**src/cps_params.svh**
```systemverilog
`ifndef CPS_PARAMS_SVH
`define CPS_PARAMS_SVH

// ==========================================================================
// Clock
`define CPS_CLK_PERIOD_PS 8000

// ==========================================================================
// Result word
`define CPS_RES_W 20

// ==========================================================================
// Timing, times in picoseconds, counts derived from the clock period except CPS_SEL_LOW_CYC
`define CPS_EDGE_SPACE_PS 5400000
`define CPS_EDGE_SPACE_CYC \
  ((`CPS_EDGE_SPACE_PS + `CPS_CLK_PERIOD_PS - 1) / `CPS_CLK_PERIOD_PS)
`define CPS_BREAK_PS 16000
`define CPS_BREAK_CYC \
  ((`CPS_BREAK_PS + `CPS_CLK_PERIOD_PS - 1) / `CPS_CLK_PERIOD_PS)
`define CPS_DUMP_PS 128000
`define CPS_DUMP_CYC \
  ((`CPS_DUMP_PS + `CPS_CLK_PERIOD_PS - 1) / `CPS_CLK_PERIOD_PS)
`define CPS_RECHARGE_PS 128000
`define CPS_RECHARGE_CYC \
  ((`CPS_RECHARGE_PS + `CPS_CLK_PERIOD_PS - 1) / `CPS_CLK_PERIOD_PS)
`define CPS_SEL_LOW_CYC 4

// ==========================================================================
// Defaults
`define CPS_CONT_MIN_CYC 32'h0000_1000
`define CPS_PKT_CHARGE 32'h0000_0400
`define CPS_CNT_W 24
`define CPS_PEND_W 8

`endif

```
**src/cps_pkg.sv**
```systemverilog
package cps_pkg;

  // ========================================================================
  // Types
  typedef enum logic {
    CPS_SIDE_A,
    CPS_SIDE_B
  } cps_side_t;

  typedef enum logic [1:0] {
    CPS_DS_IDLE,
    CPS_DS_BREAK,
    CPS_DS_DUMP,
    CPS_DS_RECHARGE
  } cps_dump_state_t;

  typedef enum logic [1:0] {
    CPS_CS_HIGH,
    CPS_CS_LOW
  } cps_ctl_state_t;

endpackage

```
**src/cps_link_if.sv**
```systemverilog
interface cps_link_if;
  logic conv;
  logic diag_sel;

  modport dev (
    input conv,
    input diag_sel
  );

  modport ctl (
    output conv,
    output diag_sel
  );
endinterface

```
**src/cps_device.sv**
```systemverilog
`include "cps_params.svh"

// Behaviour
// - Select high at toggle enters diagnostic mode
// - Select low at toggle leaves diagnostic mode
// - Toggle sets active side and integration length
// - Continuous mode chosen from period length
// - Input steering open; only diagnostic switches used
// - Ground switch closed during diagnostic mode
// - One packet at each diagnostic integration start
// - Reference opens, dump closes, then recharge
// - Next dump starts as soon as the sequencer is idle
// - Integration and conversion same in both modes
// - Each select rise in diagnostic mode adds one packet
// - Controller restores select high before toggle
// - Select rises spaced at least 5.4 us
// - Extra packets capped at period over spacing
// - Diagnostic result depends only on packet count
// - Charge digitized to 20-bit word per integration
module cps_device
  import cps_pkg::*;
#(
  parameter int RES_W = `CPS_RES_W,
  parameter int CNT_W = `CPS_CNT_W,
  parameter int PEND_W = `CPS_PEND_W,
  parameter logic [31:0] CONT_MIN_CYC = `CPS_CONT_MIN_CYC,
  parameter logic [31:0] PKT_CHARGE = `CPS_PKT_CHARGE
) (
  input wire logic clk_i,
  input wire logic reset_i,
  cps_link_if.dev link,
  input wire logic [7:0] sensor_charge_i,
  output logic diag_mode_o,
  output logic active_side_o,
  output logic continuous_mode_o,
  output logic side_a_input_switch_o,
  output logic side_b_input_switch_o,
  output logic ground_switch_o,
  output logic side_a_dump_switch_o,
  output logic side_b_dump_switch_o,
  output logic reference_charge_switch_o,
  output logic [RES_W-1:0] result_o,
  output logic result_side_o,
  output logic result_valid_o
);

  localparam logic [15:0] BREAK_CYC = 16'(`CPS_BREAK_CYC);
  localparam logic [15:0] DUMP_CYC = 16'(`CPS_DUMP_CYC);
  localparam logic [15:0] RECH_CYC = 16'(`CPS_RECHARGE_CYC);

  // ========================================================================
  // Pin synchronisers and edge detection
  logic conv_s1_reg;
  logic conv_s2_reg;
  logic conv_s3_reg;
  logic sel_s1_reg;
  logic sel_s2_reg;
  logic sel_s3_reg;
  logic toggle;
  logic sel_rise;

  always_ff @(posedge clk_i or posedge reset_i) begin
    if (reset_i) begin
      conv_s1_reg <= 1'b0;
      conv_s2_reg <= 1'b0;
      conv_s3_reg <= 1'b0;
      sel_s1_reg <= 1'b0;
      sel_s2_reg <= 1'b0;
      sel_s3_reg <= 1'b0;
    end else begin
      conv_s1_reg <= link.conv;
      conv_s2_reg <= conv_s1_reg;
      conv_s3_reg <= conv_s2_reg;
      sel_s1_reg <= link.diag_sel;
      sel_s2_reg <= sel_s1_reg;
      sel_s3_reg <= sel_s2_reg;
    end
  end

  assign toggle = conv_s2_reg ^ conv_s3_reg;
  assign sel_rise = sel_s2_reg & ~sel_s3_reg & ~toggle;

  // ========================================================================
  // Mode and side
  logic diag_reg;
  cps_side_t side_reg;

  always_ff @(posedge clk_i or posedge reset_i) begin
    if (reset_i) begin
      diag_reg <= 1'b0;
      side_reg <= CPS_SIDE_A;
    end else if (toggle) begin
      diag_reg <= sel_s2_reg;
      side_reg <= conv_s2_reg ? CPS_SIDE_B : CPS_SIDE_A;
    end
  end

  // ========================================================================
  // Integration period measurement
  logic [CNT_W-1:0] period_reg;
  logic cont_reg;

  always_ff @(posedge clk_i or posedge reset_i) begin
    if (reset_i) begin
      period_reg <= '0;
      cont_reg <= 1'b0;
    end else if (toggle) begin
      period_reg <= '0;
      cont_reg <= (32'(period_reg) + 32'h0000_0001)
        >= CONT_MIN_CYC;
    end else if (period_reg != '1) begin
      period_reg <= period_reg + 1'b1;
    end
  end

  // ========================================================================
  // Pending packet requests
  logic [PEND_W-1:0] pend_reg;
  logic pend_add;
  logic pend_take;
  cps_dump_state_t ds_reg;

  assign pend_add = (toggle & sel_s2_reg)
    | (sel_rise & diag_reg);
  assign pend_take = (ds_reg == CPS_DS_IDLE) && (pend_reg != '0);

  always_ff @(posedge clk_i or posedge reset_i) begin
    if (reset_i) begin
      pend_reg <= '0;
    end else if (toggle & ~sel_s2_reg) begin
      pend_reg <= '0;
    end else if (pend_add & ~pend_take & (pend_reg != '1)) begin
      pend_reg <= pend_reg + 1'b1;
    end else if (~pend_add & pend_take) begin
      pend_reg <= pend_reg - 1'b1;
    end
  end

  // ========================================================================
  // Dump sequencer
  logic [15:0] ds_cnt_reg;
  cps_side_t dump_side_reg;
  logic dump_start;

  assign dump_start = (ds_reg == CPS_DS_BREAK) && (ds_cnt_reg == '0);

  always_ff @(posedge clk_i or posedge reset_i) begin
    if (reset_i) begin
      ds_reg <= CPS_DS_IDLE;
      ds_cnt_reg <= '0;
      dump_side_reg <= CPS_SIDE_A;
    end else begin
      unique case (ds_reg)
        CPS_DS_IDLE: begin
          if (pend_take && diag_reg) begin
            ds_reg <= CPS_DS_BREAK;
            ds_cnt_reg <= BREAK_CYC - 1'b1;
            dump_side_reg <= side_reg;
          end
        end
        CPS_DS_BREAK: begin
          if (ds_cnt_reg == '0) begin
            ds_reg <= CPS_DS_DUMP;
            ds_cnt_reg <= DUMP_CYC - 1'b1;
          end else begin
            ds_cnt_reg <= ds_cnt_reg - 1'b1;
          end
        end
        CPS_DS_DUMP: begin
          if (ds_cnt_reg == '0) begin
            ds_reg <= CPS_DS_RECHARGE;
            ds_cnt_reg <= RECH_CYC - 1'b1;
          end else begin
            ds_cnt_reg <= ds_cnt_reg - 1'b1;
          end
        end
        CPS_DS_RECHARGE: begin
          if (ds_cnt_reg == '0) begin
            ds_reg <= CPS_DS_IDLE;
          end else begin
            ds_cnt_reg <= ds_cnt_reg - 1'b1;
          end
        end
      endcase
    end
  end

  // ========================================================================
  // Switch drive
  logic sa_dump_next;
  logic sb_dump_next;
  logic ref_next;

  always_comb begin
    sa_dump_next = 1'b0;
    sb_dump_next = 1'b0;
    ref_next = 1'b1;
    if ((ds_reg == CPS_DS_BREAK) || (ds_reg == CPS_DS_DUMP)) begin
      ref_next = 1'b0;
    end
    if (dump_start || ((ds_reg == CPS_DS_DUMP) && (ds_cnt_reg != '0))) begin
      sa_dump_next = (dump_side_reg == CPS_SIDE_A);
      sb_dump_next = (dump_side_reg == CPS_SIDE_B);
    end
  end

  always_ff @(posedge clk_i or posedge reset_i) begin
    if (reset_i) begin
      side_a_input_switch_o <= 1'b0;
      side_b_input_switch_o <= 1'b0;
      ground_switch_o <= 1'b0;
      side_a_dump_switch_o <= 1'b0;
      side_b_dump_switch_o <= 1'b0;
      reference_charge_switch_o <= 1'b0;
      diag_mode_o <= 1'b0;
      active_side_o <= 1'b0;
      continuous_mode_o <= 1'b0;
    end else begin
      side_a_input_switch_o <= ~diag_reg & (side_reg == CPS_SIDE_A);
      side_b_input_switch_o <= ~diag_reg & (side_reg == CPS_SIDE_B);
      ground_switch_o <= diag_reg;
      side_a_dump_switch_o <= diag_reg & sa_dump_next;
      side_b_dump_switch_o <= diag_reg & sb_dump_next;
      reference_charge_switch_o <= diag_reg & ref_next;
      diag_mode_o <= diag_reg;
      active_side_o <= side_reg;
      continuous_mode_o <= cont_reg;
    end
  end

  // ========================================================================
  // Charge accumulation and conversion
  logic [RES_W:0] acc_sum;
  logic [RES_W-1:0] acc_reg;

  always_comb begin
    acc_sum = {1'b0, acc_reg};
    if (diag_reg) begin
      if (dump_start) begin
        acc_sum = {1'b0, acc_reg} + (RES_W+1)'(PKT_CHARGE);
      end
    end else begin
      acc_sum = {1'b0, acc_reg} + (RES_W+1)'(sensor_charge_i);
    end
  end

  always_ff @(posedge clk_i or posedge reset_i) begin
    if (reset_i) begin
      acc_reg <= '0;
      result_o <= '0;
      result_side_o <= 1'b0;
      result_valid_o <= 1'b0;
    end else begin
      result_valid_o <= toggle;
      if (toggle) begin
        result_o <= acc_reg;
        result_side_o <= side_reg;
        acc_reg <= '0;
      end else if (acc_sum[RES_W]) begin
        acc_reg <= '1;
      end else begin
        acc_reg <= acc_sum[RES_W-1:0];
      end
    end
  end

endmodule // cps_device

```
**src/flat_wrapper.sv**
```systemverilog
// flat-port wrapper written by rule: the top's interface ports become plain ports
module cps_device_flat import cps_pkg::*;
#(
  parameter int RES_W = `CPS_RES_W,
  parameter int CNT_W = `CPS_CNT_W,
  parameter int PEND_W = `CPS_PEND_W,
  parameter logic [31:0] CONT_MIN_CYC = `CPS_CONT_MIN_CYC,
  parameter logic [31:0] PKT_CHARGE = `CPS_PKT_CHARGE
)
  (clk_i, reset_i, sensor_charge_i, diag_mode_o, active_side_o, continuous_mode_o, side_a_input_switch_o, side_b_input_switch_o, ground_switch_o, side_a_dump_switch_o, side_b_dump_switch_o, reference_charge_switch_o, result_o, result_side_o, result_valid_o, link_conv, link_diag_sel);
  cps_link_if link_i ();
  input wire logic clk_i;
  input wire logic reset_i;
  input wire logic [7:0] sensor_charge_i;
  output logic diag_mode_o;
  output logic active_side_o;
  output logic continuous_mode_o;
  output logic side_a_input_switch_o;
  output logic side_b_input_switch_o;
  output logic ground_switch_o;
  output logic side_a_dump_switch_o;
  output logic side_b_dump_switch_o;
  output logic reference_charge_switch_o;
  output logic [RES_W-1:0] result_o;
  output logic result_side_o;
  output logic result_valid_o;
  input wire logic [$bits(link_i.conv)-1:0] link_conv;
  input wire logic [$bits(link_i.diag_sel)-1:0] link_diag_sel;
  assign link_i.conv = link_conv;
  assign link_i.diag_sel = link_diag_sel;
  cps_device #(.RES_W(RES_W), .CNT_W(CNT_W), .PEND_W(PEND_W), .CONT_MIN_CYC(CONT_MIN_CYC), .PKT_CHARGE(PKT_CHARGE)) u_core (.clk_i(clk_i), .reset_i(reset_i), .link(link_i), .sensor_charge_i(sensor_charge_i), .diag_mode_o(diag_mode_o), .active_side_o(active_side_o), .continuous_mode_o(continuous_mode_o), .side_a_input_switch_o(side_a_input_switch_o), .side_b_input_switch_o(side_b_input_switch_o), .ground_switch_o(ground_switch_o), .side_a_dump_switch_o(side_a_dump_switch_o), .side_b_dump_switch_o(side_b_dump_switch_o), .reference_charge_switch_o(reference_charge_switch_o), .result_o(result_o), .result_side_o(result_side_o), .result_valid_o(result_valid_o));
endmodule
```
**config.mk**
```make
export PLATFORM = sky130hd
export DESIGN_NAME = cps_device_flat
export DESIGN_NICKNAME = d
export VERILOG_FILES = /design/src/cps_pkg.sv /design/src/cps_link_if.sv /design/src/cps_device.sv /design/src/flat_wrapper.sv
export VERILOG_INCLUDE_DIRS = /design/src
export SDC_FILE = /design/constraint.sdc
export NUM_CORES = 1
export LEC_CHECK = 0
export BUFFER_PORTS_ARGS = -buffer_cell sky130_fd_sc_hd__buf_2
export CAP_MARGIN = 20
export CORE_AREA = 2 2 134 136
export DETAILED_ROUTE_END_ITERATION = 7
export DIE_AREA = 0 0 136 138
export PLACE_DENSITY_LB_ADDON = 0.2
export RECOVER_POWER = 50
export SYNTH_ARGS = -nofsm -noshare
export SYNTH_HDL_FRONTEND = slang
export SYNTH_SLANG_ARGS = --single-unit
```
**constraint.sdc**
```tcl
create_clock -name clk_i -period 4.3 [get_ports clk_i]
set_input_delay 0.645 -clock clk_i [delete_from_list [all_inputs] [get_ports clk_i]]
set_output_delay 0.645 -clock clk_i [all_outputs]
set_load 0.01 [all_outputs]
```
==> results.md, run 1 <==
* Status: finished, violations left
* Failing checks: capacitance limit, slew limit
* H-tree Lvls at 3
* Reg-to-reg startpoint: u_core.pend_reg[6]
* Synth unique cells at 67
* Via count of the first global-routing pass at just under 5000
* Chip height at around 140 um
* Clock root buffer: clkbuf_16
* Largest net degree at the start of global routing at 58
* CP arrival at 3.67 ns
* Post-Route WL at 14.1 mm
* Period minus WS final at roughly 3.5 ns
* #FFs+latches synth at 110
* IO Pins at 43
* Cts repair resizes at 0
* Reg2Reg Depth at 11
* CTS sink cnt at 110
* P per Cell Area at 540 mW/mm^2
* Post-Syn Area at 0.00600 sq mm
* Die area at 0.0188 sq mm
* Reg2reg end: u_core.pend_reg[7]
* Ys async rst share at 100%
* CP max-delay cell: or4_1
* Commonest cells post-synth: dfrtp_1 (110), nand2_1 (100), nor2_1 (69)
* DR iter-0 viols at 384
* RePlAce Congestion at 0.791
* Vias/cell at around 5.3
* # rows at a little under 50
* Final ANT Viol Nets at 0
* Logic pwr share at 37.6%
* Inserted Clock Buffers at 9
* Mapped Avg Cell Area at 9.15 sq um
* Post-synth EDFFs at 0
* Cells after DPL at 912
* Fin cells at 927
* Synth area leader: dfrtp_1
* Die W at 136 um
* Max Fclk at 289 MHz
* Gate Count Post-Synth at about 660
* Switch Pwr at 1.34 mW
* RSZ-0062 raised after global routing: false
* Worst Hold Class: register to register
* Synth warn at 0
* CTS Hold Bufs at 0
* CTS tree: done
* WL per Instance at about 15 um
* Drt drc at 0
* Via count at slightly below 5000
* First-pass GRT wire length at roughly 24 mm
* Area grow syn2layout at 13.7%
* Switching share of power at between 30% and 40%
* Synth top area cells: dfrtp_1 (46%), nand2_1 (6.3%), ha_1 (4.6%)
* Dpl hpwl at slightly below 10 mm
* # Max-Cap Violations at 2
* Synthesized net count at 692
* Worst-skew pair later-pin latency at 0.36 ns
* DRT Pass-1 Iters at 5
* Final slew viol count at 94
* Crit path cell chain: or4_1 > o21ai_0 > o2111a_1 > inv_1 > ha_1 > a21oi_1 > o211ai_1 > o41ai_1 > mux2i_1 > xor2_1 > nor2_1
* Setup crit end kind: register
* Startpoint types: register
* CP max stage delay at 0.56 ns
* Sequential area share after synthesis at between 40% and 50%
* Clk buf depth at 2
* Max reg flops at 24
* Yosys top cell area share at 45.9%
* Int Power at between 2 and 2.5 mW
* Critical path class: register to register
* Sum of negative setup slack at 0 ns
* Clock Skew at 0.0132 ns
* # port buffers at 42
* IR drop worst, VDD at 0.247 mV
* Top-count cell post-synth: dfrtp_1
* Setup Fix Bufs, Post-CTS at 0
* FF-to-FF setup slack at approximately 0.84 ns
* Crit path from: u_core.pend_reg[6]
* Share of layout cells above drive strength 1 at 11.0%
* Core Area at 0.0175 sq mm
* Dominant synthesized flop cell: dfrtp_1
* Slew HR at -72.3%
* Tightest Pin Transition at approximately 2.6 ns
* Initial antenna violation count at 0
* Clock-pin slew on the worst setup and hold paths at 0.07 ns
* Leakage at 3.07 nW
* Layout net count at 731
* Seq pwr share at a little under two fifths
* WP data required at approximately 4.5 ns
* Antenna Diode Count at 0
* Worst hold stages at 0
* Fin crit share at 80.5%
* Worst Setup EP: u_core.pend_reg[7]
* Gr ovfl total at 0
* Crit path max fanout at 6
* Initial Util at 34.2%
* Clock share of power at approximately a quarter
* GR Util All Layers at 15.6%
* Hold Vio Cnt, Final at 0
* Endpoints failing setup at 0
per-layer routing:
layer	vias to the layer above	global-route usage, %	routed length, um
li1	2405	-	-
met1	2390	20.8	6730
met2	89	24.9	6590
met3	12	3.41	452
met4	0	5.21	276
met5	-	0	0
power by group through the flow:
stage / registers [mW] / clock network, mW / logic (mW)
after global placement: 1.37 / 0 / 1.36
after CTS: 1.36 / 0.970 / 1.39
after floorplan: 1.36 / 0 / 1.04
final: 1.36 / 0.941 / 1.39
after detailed placement: 1.38 / 0 / 1.38
after global routing: 1.38 / 1.01 / 1.57
worst max-delay path, delay by kind of cell (launching register included):
kind / cells / cell delay (ns)
buffers and inverters: 1 / 0.16
muxes: 1 / 0.28
and+or+nand+nor: 2 / 0.63
DFF: 1 / 0.42
adders and majority gates: 1 / 0.30
xor gates and xnor gates: 1 / 0.20
AOI/OAI and AO/OA: 5 / 1.35
stage by stage:
| stage | instance area (sq um) | hold slack [ns] | setup WS (ns) | util [%] | power [mW] |
|---|---|---|---|---|---|
| 2_1_floorplan | 6000 | 0.331 | 0.753 | - | 2.41 |
| 3_3_place_gp | 6490 | 0.339 | 1.02 | 37.0 | 2.73 |
| 3_5_place_dp | 6490 | 0.348 | 0.913 | 37.0 | 2.76 |
| 4_1_cts | 6810 | 0.364 | 0.880 | 38.9 | 3.72 |
| 5_1_grt | 6820 | 0.376 | 0.407 | 38.9 | 3.96 |
| 6_report | 6820 | 0.357 | 0.838 | 38.9 | 3.69 |
worst min-delay path by stage:
stage / from / endpoint / slack [ns]
floorplan: u_core.conv_s1_reg / u_core.conv_s2_reg / 0.33
global placement: u_core.sel_s1_reg / u_core.sel_s2_reg / 0.34
detailed placement: u_core.conv_s1_reg / u_core.conv_s2_reg / 0.35
CTS: u_core.conv_s1_reg / u_core.conv_s2_reg / 0.36
global route: u_core.conv_s1_reg / u_core.conv_s2_reg / 0.38
finish: u_core.conv_s1_reg / u_core.conv_s2_reg / 0.36
cell usage in the layout, fill, tap and decap left out, drive strengths merged, types with 4 or more instances in the layout:
| cell type | netlist | routed |
|---|---|---|
| o21a | 6 | 6 |
| a21oi | 33 | 33 |
| o31ai | 8 | 8 |
| nor3 | 14 | 14 |
| nor2b | 11 | 11 |
| clkbuf | 22 | 13 |
| nor4 | 7 | 7 |
| xnor2 | 14 | 14 |
| nand2 | 101 | 101 |
| or3 | 5 | 5 |
| a21o | 6 | 6 |
| and2 | 6 | 6 |
| xor2 | 27 | 27 |
| nand4b | 4 | 4 |
| and3 | 8 | 8 |
| ha | 22 | 22 |
| nand2b | 5 | 5 |
| inv | 20 | 19 |
| nor2 | 69 | 69 |
| nand4 | 12 | 12 |
| nand3 | 30 | 30 |
| dfrtp | 110 | 110 |
| mux2i | 5 | 5 |
| buf | 4 | 51 |
| a211oi | 10 | 10 |
| o21ai | 27 | 27 |
| or4 | 6 | 6 |
| a31oi | 10 | 10 |
final cells by class:
class	count	area, sq um
Clock buffer	10	229
Inverter	20	76.3
Tap cell	229	287
Multi-Input combinational cell	500	3070
Timing Repair Buffer	54	309
Sequential cell	110	2750
Fill cell	1769	10700
Clock inverter	4	97.6
cell families (layout without fill, tap and decap cells):
logic type      after synthesis  in the layout  share of synthesized area, %
simple gates                289            289                          23.2
compound gates              139            139                          15.5
flops                       110            110                          45.9
buf+inv                      46             88                          2.98
xor+xnor                     41             41                          5.98
fa+ha+maj                    25             25                          5.42
mux                           6              6                          1.02
No activity file was read; power rests on OpenSTA's default activity.
==> run 2, diff against run 1 <==
==> constraint.sdc (replaced) <==
create_clock -name clk_i -period 3.1 [get_ports clk_i]
set_input_delay 0.465 -clock clk_i [delete_from_list [all_inputs] [get_ports clk_i]]
set_output_delay 0.465 -clock clk_i [all_outputs]
set_load 0.01 [all_outputs]
==> run 2 against run 1 <==
The run still ends with capacitance limit, slew limit left. Critical path depth is the same. Global-route usage is 0.42 points higher. Via count grew 0.98%. Register-to-register slack got worse by 0.71 ns. Cell count is 1.8% higher. Clock skew is 0.0026 ns lower. Power grew 43%. Worst setup slack worse by 0.71 ns. Critical endpoint unchanged. Largest power group unchanged. Highest routed layer unchanged.
==> results.md, run 2 (synthesis gave the netlist of run 1 again) <==
* Status: finished, violations left
* Failing checks: capacitance limit, slew limit
* Crit path max fanout at 6 (unchanged)
* Hold Vio Cnt, Final at 0 (unchanged)
* RePlAce Congestion at 0.803 (+1.5%)
* Final ANT Viol Nets at 0 (unchanged)
* Post-Route WL at 14.4 mm (+2.6%)
* Die W at 136 um (unchanged)
* Worst Hold Class: primary input to register
* Setup Fix Bufs, Post-CTS at 0 (unchanged)
* Seq pwr share at 35.2% (-1.6 points)
* Max Fclk at 337 MHz (+17%)
* CTS sink cnt at 110 (unchanged)
* CTS tree: done
* Logic pwr share at 40.7% (+3.1 points)
* IR drop worst, VDD at 0.336 mV (+36%)
* Most frequent cells in the layout: dfrtp_1 (110), nand2_1 (100), nor2_1 (69)
* Fin Hold WS at 0.214 ns (-0.143 ns)
* Clk buf depth at 2 (unchanged)
* Int Power at 3.35 mW (+43%)
* Vias/cell at 5.24 (-0.84%)
* Period minus WS final at 2.97 ns (-0.492 ns)
* Worst-skew pair later-pin latency at 0.35 ns (about the same)
* Area grow syn2layout at 16.1%
* Most common cell after layout, fill and taps aside: dfrtp_1
* Drt drc at 0 (unchanged)
* Die area at 0.0188 sq mm (unchanged)
* Largest net degree at the start of global routing at 37 (-36%)
* Startpoint types: register
* Via count of the first global-routing pass at 4858 (+0.58%)
* H-tree Lvls at 3 (unchanged)
* Chip height at 138 um (unchanged)
* IO Pins at 43 (unchanged)
* Wire length on met3 at 416 um (-8.0%)
* Cells after DPL at 929 (+1.9%)
* Switch Pwr at 1.94 mW (+44%)
* Gr ovfl total at 0 (unchanged)
* Clock-pin slew on the worst setup and hold paths at 0.07 ns (about the same)
* Antenna Diode Count at 0 (unchanged)
* Setup WS post-layout at 0.130 ns (-0.708 ns)
* Design area at 0.00697 sq mm (+2.2%)
* GR Util All Layers at 16.0% (+0.42 points)
* P per Cell Area at 758 mW/mm^2 (+40%)
* Final slew viol count at 37 (-61%)
* Sum of negative setup slack at 0 ns (unchanged)
* Top sig layer: met4
* Switching share of power at 36.7% (+0.31 points)
* Inserted Clock Buffers at 9 (unchanged)
* First-pass GRT wire length at 24.2 mm (+2.2%)
* Fin crit share at 95.8% (+15 points)
* Initial antenna violation count at 0 (unchanged)
* Fillers at 1797 (+1.6%)
* Share of layout cells above drive strength 1 at 14.3% (+3.2 points)
* Max reg flops at 24 (unchanged)
* Wire length on met2 at 6.88 mm (+4.4%)
* DR iter-0 viols at 310 (-19%)
* Clock share of power at 24.2% (-1.3 points)
* # port buffers at 42 (unchanged)
* Critical path class: register to register
* Slew HR at -11.6% (+61 points)
* Setup crit end kind: register
* DRT Pass-1 Iters at 7 (+2)
* Power Total at 5.28 mW (+43%)
* Post-route core utilization at 39.7% (+0.85 points)
* Placement Setup Slack at 0.0643 ns (-0.848 ns)
* Fin cells at 944 (+1.8%)
* Initial Util at 34.2% (unchanged)
* Layout net count at 747 (+2.2%)
* Clock root buffer: clkbuf_16
* CP arrival at 3.19 ns (-0.48 ns)
* # Max-Cap Violations at 1 (-1)
* M1 WL at 6.80 mm (+0.94%)
* Core Area at 0.0175 sq mm (unchanged)
* WP data required at 3.32 ns (-1.19 ns)
* Endpoints failing setup at 0 (unchanged)
* WL per Instance at 15.3 um (+0.73%)
* Clock Skew at 0.0106 ns (-0.00261 ns)
* Tightest Pin Transition at 1.66 ns (-0.906 ns)
* Dpl hpwl at 10.2 mm (+4.7%)
* Cell Area, Placed at 0.00663 sq mm (+2.2%)
* Via count at 4944 (+0.98%)
* Leakage at 3.15 nW (+2.7%)
* # rows at 49 (unchanged)
run 2: changes by cell type in the layout (fill, tap and decap cells not counted), moves of 2 or more:
cell | before | now
buf_4 | 8 | 24
buf_2 | 42 | 40
clkbuf_2 | 0 | 2
clkbuf_8 | 0 | 2
ha_1 | 22 | 20
ha_4 | 0 | 2
run 2: final timing paths:
kind                                    startpoint                  to  slack, ns  cells past startpoint
worst max-delay path            u_core.pend_reg[6]  u_core.pend_reg[7]       0.13                     11
worst min register to register   u_core.sel_s1_reg   u_core.sel_s2_reg       0.35                      0
min in group asynchronous                  reset_i   u_core.sel_s1_reg       0.51                      2
worst max register to register  u_core.pend_reg[6]  u_core.pend_reg[7]       0.13                     11
max in group asynchronous                  reset_i  u_core.pend_reg[4]       1.04                      3
worst min-delay path                 link_diag_sel   u_core.sel_s1_reg       0.21                      1
run 2: power by group through the flow:
stage          Combinational (mW)  Clock [mW]  Sequential (mW)
2_1_floorplan                1.45           0             1.89
3_3_place_gp                 2.01           0             1.87
3_5_place_dp                 2.06           0             1.88
5_1_grt                      2.42        1.38             1.89
4_1_cts                      2.07        1.31             1.85
6_report                     2.15        1.28             1.86
run 2: per-layer routing:
| layer | global-route usage [%] | vias up |
|---|---|---|
| met5 | 0 | - |
| met4 | 5.92 | 0 |
| met3 | 2.75 | 20 |
| met2 | 25.9 | 82 |
| met1 | 21.3 | 2404 |
| li1 | - | 2438 |
run 2: worst max-delay path, stage by stage (launching register included):
cell and delay, ns:
dfrtp_1 0.38, or4_4 0.54, o21ai_2 0.16, o2111a_2 0.24, inv_4 0.07, ha_1 0.28
a21oi_2 0.16, o211ai_1 0.16, o41ai_2 0.38, mux2i_1 0.25, xor2_1 0.16, nor2_1 0.05
run 2: layout make-up:
class                           count  area, sq um  area share, %
Multi-Input combinational cell    500         3120           44.8
Sequential cell                   110         2750           39.5
Timing Repair Buffer               70          405           5.82
Tap cell                          229          287           4.11
Clock buffer                       12          256           3.68
Inverter                           20         78.8           1.13
Clock inverter                      3         67.6          0.969
run 2: timing repair:
action | in CTS | in global routing
endpoints found under the hold margin | 0 | 0
gates resized for setup | 0 | 10
hold buffers | 0 | 0
endpoints found under the setup margin | 0 | 2
==> run 3, diff against run 2 <==
--- a/config.mk
+++ b/config.mk
@@ -8,9 +8,9 @@
 export LEC_CHECK = 0
 export BUFFER_PORTS_ARGS = -buffer_cell sky130_fd_sc_hd__buf_2
 export CAP_MARGIN = 20
-export CORE_AREA = 2 2 134 136
+export CORE_AREA = 2 2 108 110
 export DETAILED_ROUTE_END_ITERATION = 7
-export DIE_AREA = 0 0 136 138
+export DIE_AREA = 0 0 110 112
 export PLACE_DENSITY_LB_ADDON = 0.2
 export RECOVER_POWER = 50
 export SYNTH_ARGS = -nofsm -noshare
==> run 3 against run 2 <==
The run now ends clean. Largest power group unchanged. Clock power shrank 15%. Clock-buffer cell count shrank 1. Core utilization grew 21 points. Cell count shrank 9.6%. Largest cell class unchanged. Critical path depth is the same.
==> results.md, run 3 (synthesis gave the netlist of run 1 again) <==
* FF/Latch Area at 0.00275 sq mm (unchanged)
* Dpl hpwl at 9.24 mm (-9.2%)
* HP Start: link_diag_sel
* Post-Route WL at 13.4 mm (-7.3%)
* Critical path class: register to register
* Fillers at 952 (-47%)
* Max Fclk at 335 MHz (-0.43%)
* Largest net degree at the start of global routing at 60 (+62%)
* Worst Hold Class: primary input to register
* Setup crit end kind: register
* Clock Skew at 0.00750 ns (-0.00310 ns)
* Hold Path End: u_core.sel_s1_reg
* Max reg flops at 24 (unchanged)
* Area grow syn2layout at 12.8%
* Post-route core utilization at 60.6% (+21 points)
* Worst-skew pair later-pin latency at 0.35 ns (about the same)
* Vias/cell at 5.82 (+11%)
* Endpoints failing setup at 0 (unchanged)
* Initial Util at 53.7% (+19 points)
* Area occupied by multi-input gates at 0.00311 sq mm (-0.24%)
* P per Cell Area at 748 mW/mm^2 (-1.2%)
* Slew HR at 2.63% (+14 points)
* Placement Setup Slack at -0.0125 ns (-0.0768 ns)
* Tightest Pin Transition at 1.46 ns (-0.204 ns)
* GR Util All Layers at 23.2% (+7.3 points)
* Clock-pin slew on the worst setup and hold paths at 0.07 ns (about the same)
* Antenna Diode Count at 0 (unchanged)
* # rows at 39 (-20%)
* CTS sink cnt at 110 (unchanged)
* Final slew viol count at 0 (-100%)
* Cell Area, Placed at 0.00646 sq mm (-2.5%)
* Initial antenna violation count at 0 (unchanged)
* Chip height at 112 um (-19%)
* WP data required at 3.32 ns (about the same)
* Most common cell after layout, fill and taps aside: dfrtp_1
* Share of layout cells above drive strength 1 at 13.9% (-0.32 points)
* Die area at 0.0123 sq mm (-34%)
* Hold Vio Cnt, Final at 0 (unchanged)
* DRT Pass-1 Iters at 4 (-3)
* Most frequent cells in the layout: dfrtp_1 (110), nand2_1 (100), nor2_1 (69)
* Reg2Reg Depth at 11 (unchanged)
* FF-to-FF setup slack at 0.12 ns (about the same)
* Core Area at 0.0112 sq mm (-36%)
* RePlAce Congestion at 0.902 (+12%)
* Sum of negative setup slack at 0 ns (unchanged)
* WL per Instance at 15.7 um (+2.6%)
* Leakage at 3.11 nW (-1.3%)
* Power Total at 5.07 mW (-4.1%)
* # Max-Cap Violations at 0 (-1)
* DR iter-0 viols at 333 (+7.4%)
* Reg-to-reg startpoint: u_core.pend_reg[7]
* Startpoint types: register
* Crit path max fanout at 5 (-1)
* Via count of the first global-routing pass at 4895 (+0.76%)
* Setup WS post-layout at 0.117 ns (-0.0128 ns)
* Clk buf depth at 2 (unchanged)
* Gr ovfl total at 0 (unchanged)
* Die W at 110 um (-19%)
* Fin crit share at 96.2% (+0.41 points)
* Reg2reg end: u_core.pend_reg[7]
* Cells after DPL at 837 (-9.9%)
* Design area at 0.00677 sq mm (-2.9%)
* Inserted Clock Buffers at 9 (unchanged)
* H-tree Lvls at 3 (unchanged)
* Via count at 4966 (+0.44%)
* Clock root buffer: clkbuf_16
* Worst hold stages at 1 (unchanged)
* Period minus WS final at 2.98 ns (+0.0128 ns)
* Fin cells at 853 (-9.6%)
* CP arrival at 3.21 ns (+0.02 ns)
* Layout net count at 742 (-0.67%)
* Drt drc at 0 (unchanged)
* Fin Hold WS at 0.212 ns (-0.00238 ns)
* IO Pins at 43 (unchanged)
* Status: finished clean
* IR drop worst, VDD at 0.492 mV (+46%)
* First-pass GRT wire length at 22.8 mm (-5.8%)
* CTS Hold Bufs at 0 (unchanged)
* CTS tree: done
* Final ANT Viol Nets at 0 (unchanged)
* # port buffers at 42 (unchanged)
run 3: changes by cell type in the layout (fill, tap and decap cells not counted):
cell	change
clkbuf_1	-2
o2111a_1	+1
buf_4	-4
ha_4	-1
bufinv_16	-2
o2111a_2	-1
or4_4	+1
inv_2	+1
ha_2	+1
clkinv_2	+3
or4_1	-1
inv_4	-1
run 3: timing repair:
action                                  CTS  global route
endpoints found under the setup margin    1             2
gates resized for setup                   1             8
pin swaps                                 0             3
setup buffers                             0             1
run 3: cell type report:
cell class	instances	share of cell area, %
Clock buffer	11	3.73
Clock inverter	4	0.333
Inverter	20	1.13
Multi-Input combinational cell	500	46.0
Sequential cell	110	40.7
Tap cell	143	2.64
Timing Repair Buffer	65	5.49
run 3: worst max-delay path by stage:
stage	from	to	slack [ns]	depth (start not counted)
2_1_floorplan	u_core.pend_reg[2]	u_core.pend_reg[7]	0.09	11
3_5_place_dp	u_core.pend_reg[7]	u_core.pend_reg[7]	-0.01	11
3_3_place_gp	u_core.pend_reg[7]	u_core.pend_reg[7]	0.07	11
5_1_grt	u_core.pend_reg[2]	u_core.pend_reg[7]	-0.005	11
4_1_cts	u_core.pend_reg[7]	u_core.pend_reg[7]	0.006	11
6_report	u_core.pend_reg[7]	u_core.pend_reg[7]	0.12	11
run 3: worst max-delay path: stages (launching register included):
cell      delay, ns
dfrtp_1        0.41
or4_4          0.53
o21ai_2        0.15
o2111a_1       0.22
inv_2          0.09
ha_1           0.29
a21oi_2        0.17
o211ai_1       0.14
o41ai_2        0.34
mux2i_1        0.28
xor2_1         0.18
nor2_1         0.05
run 3: layer usage:
layer | track usage (%) | up-vias | wire length (um)
met5 | 0 | - | 0
met4 | 9.11 | 0 | 291
met3 | 4.57 | 21 | 611
met2 | 36.9 | 133 | 6330
met1 | 31.2 | 2382 | 6130
li1 | - | 2430 | -
run 3: where the power goes:
part	internal [mW]	total, mW	switching, mW
logic	0.887	2.11	1.22
registers	1.68	1.87	0.182
clock network	0.581	1.09	0.513
total	3.15	5.07	1.91
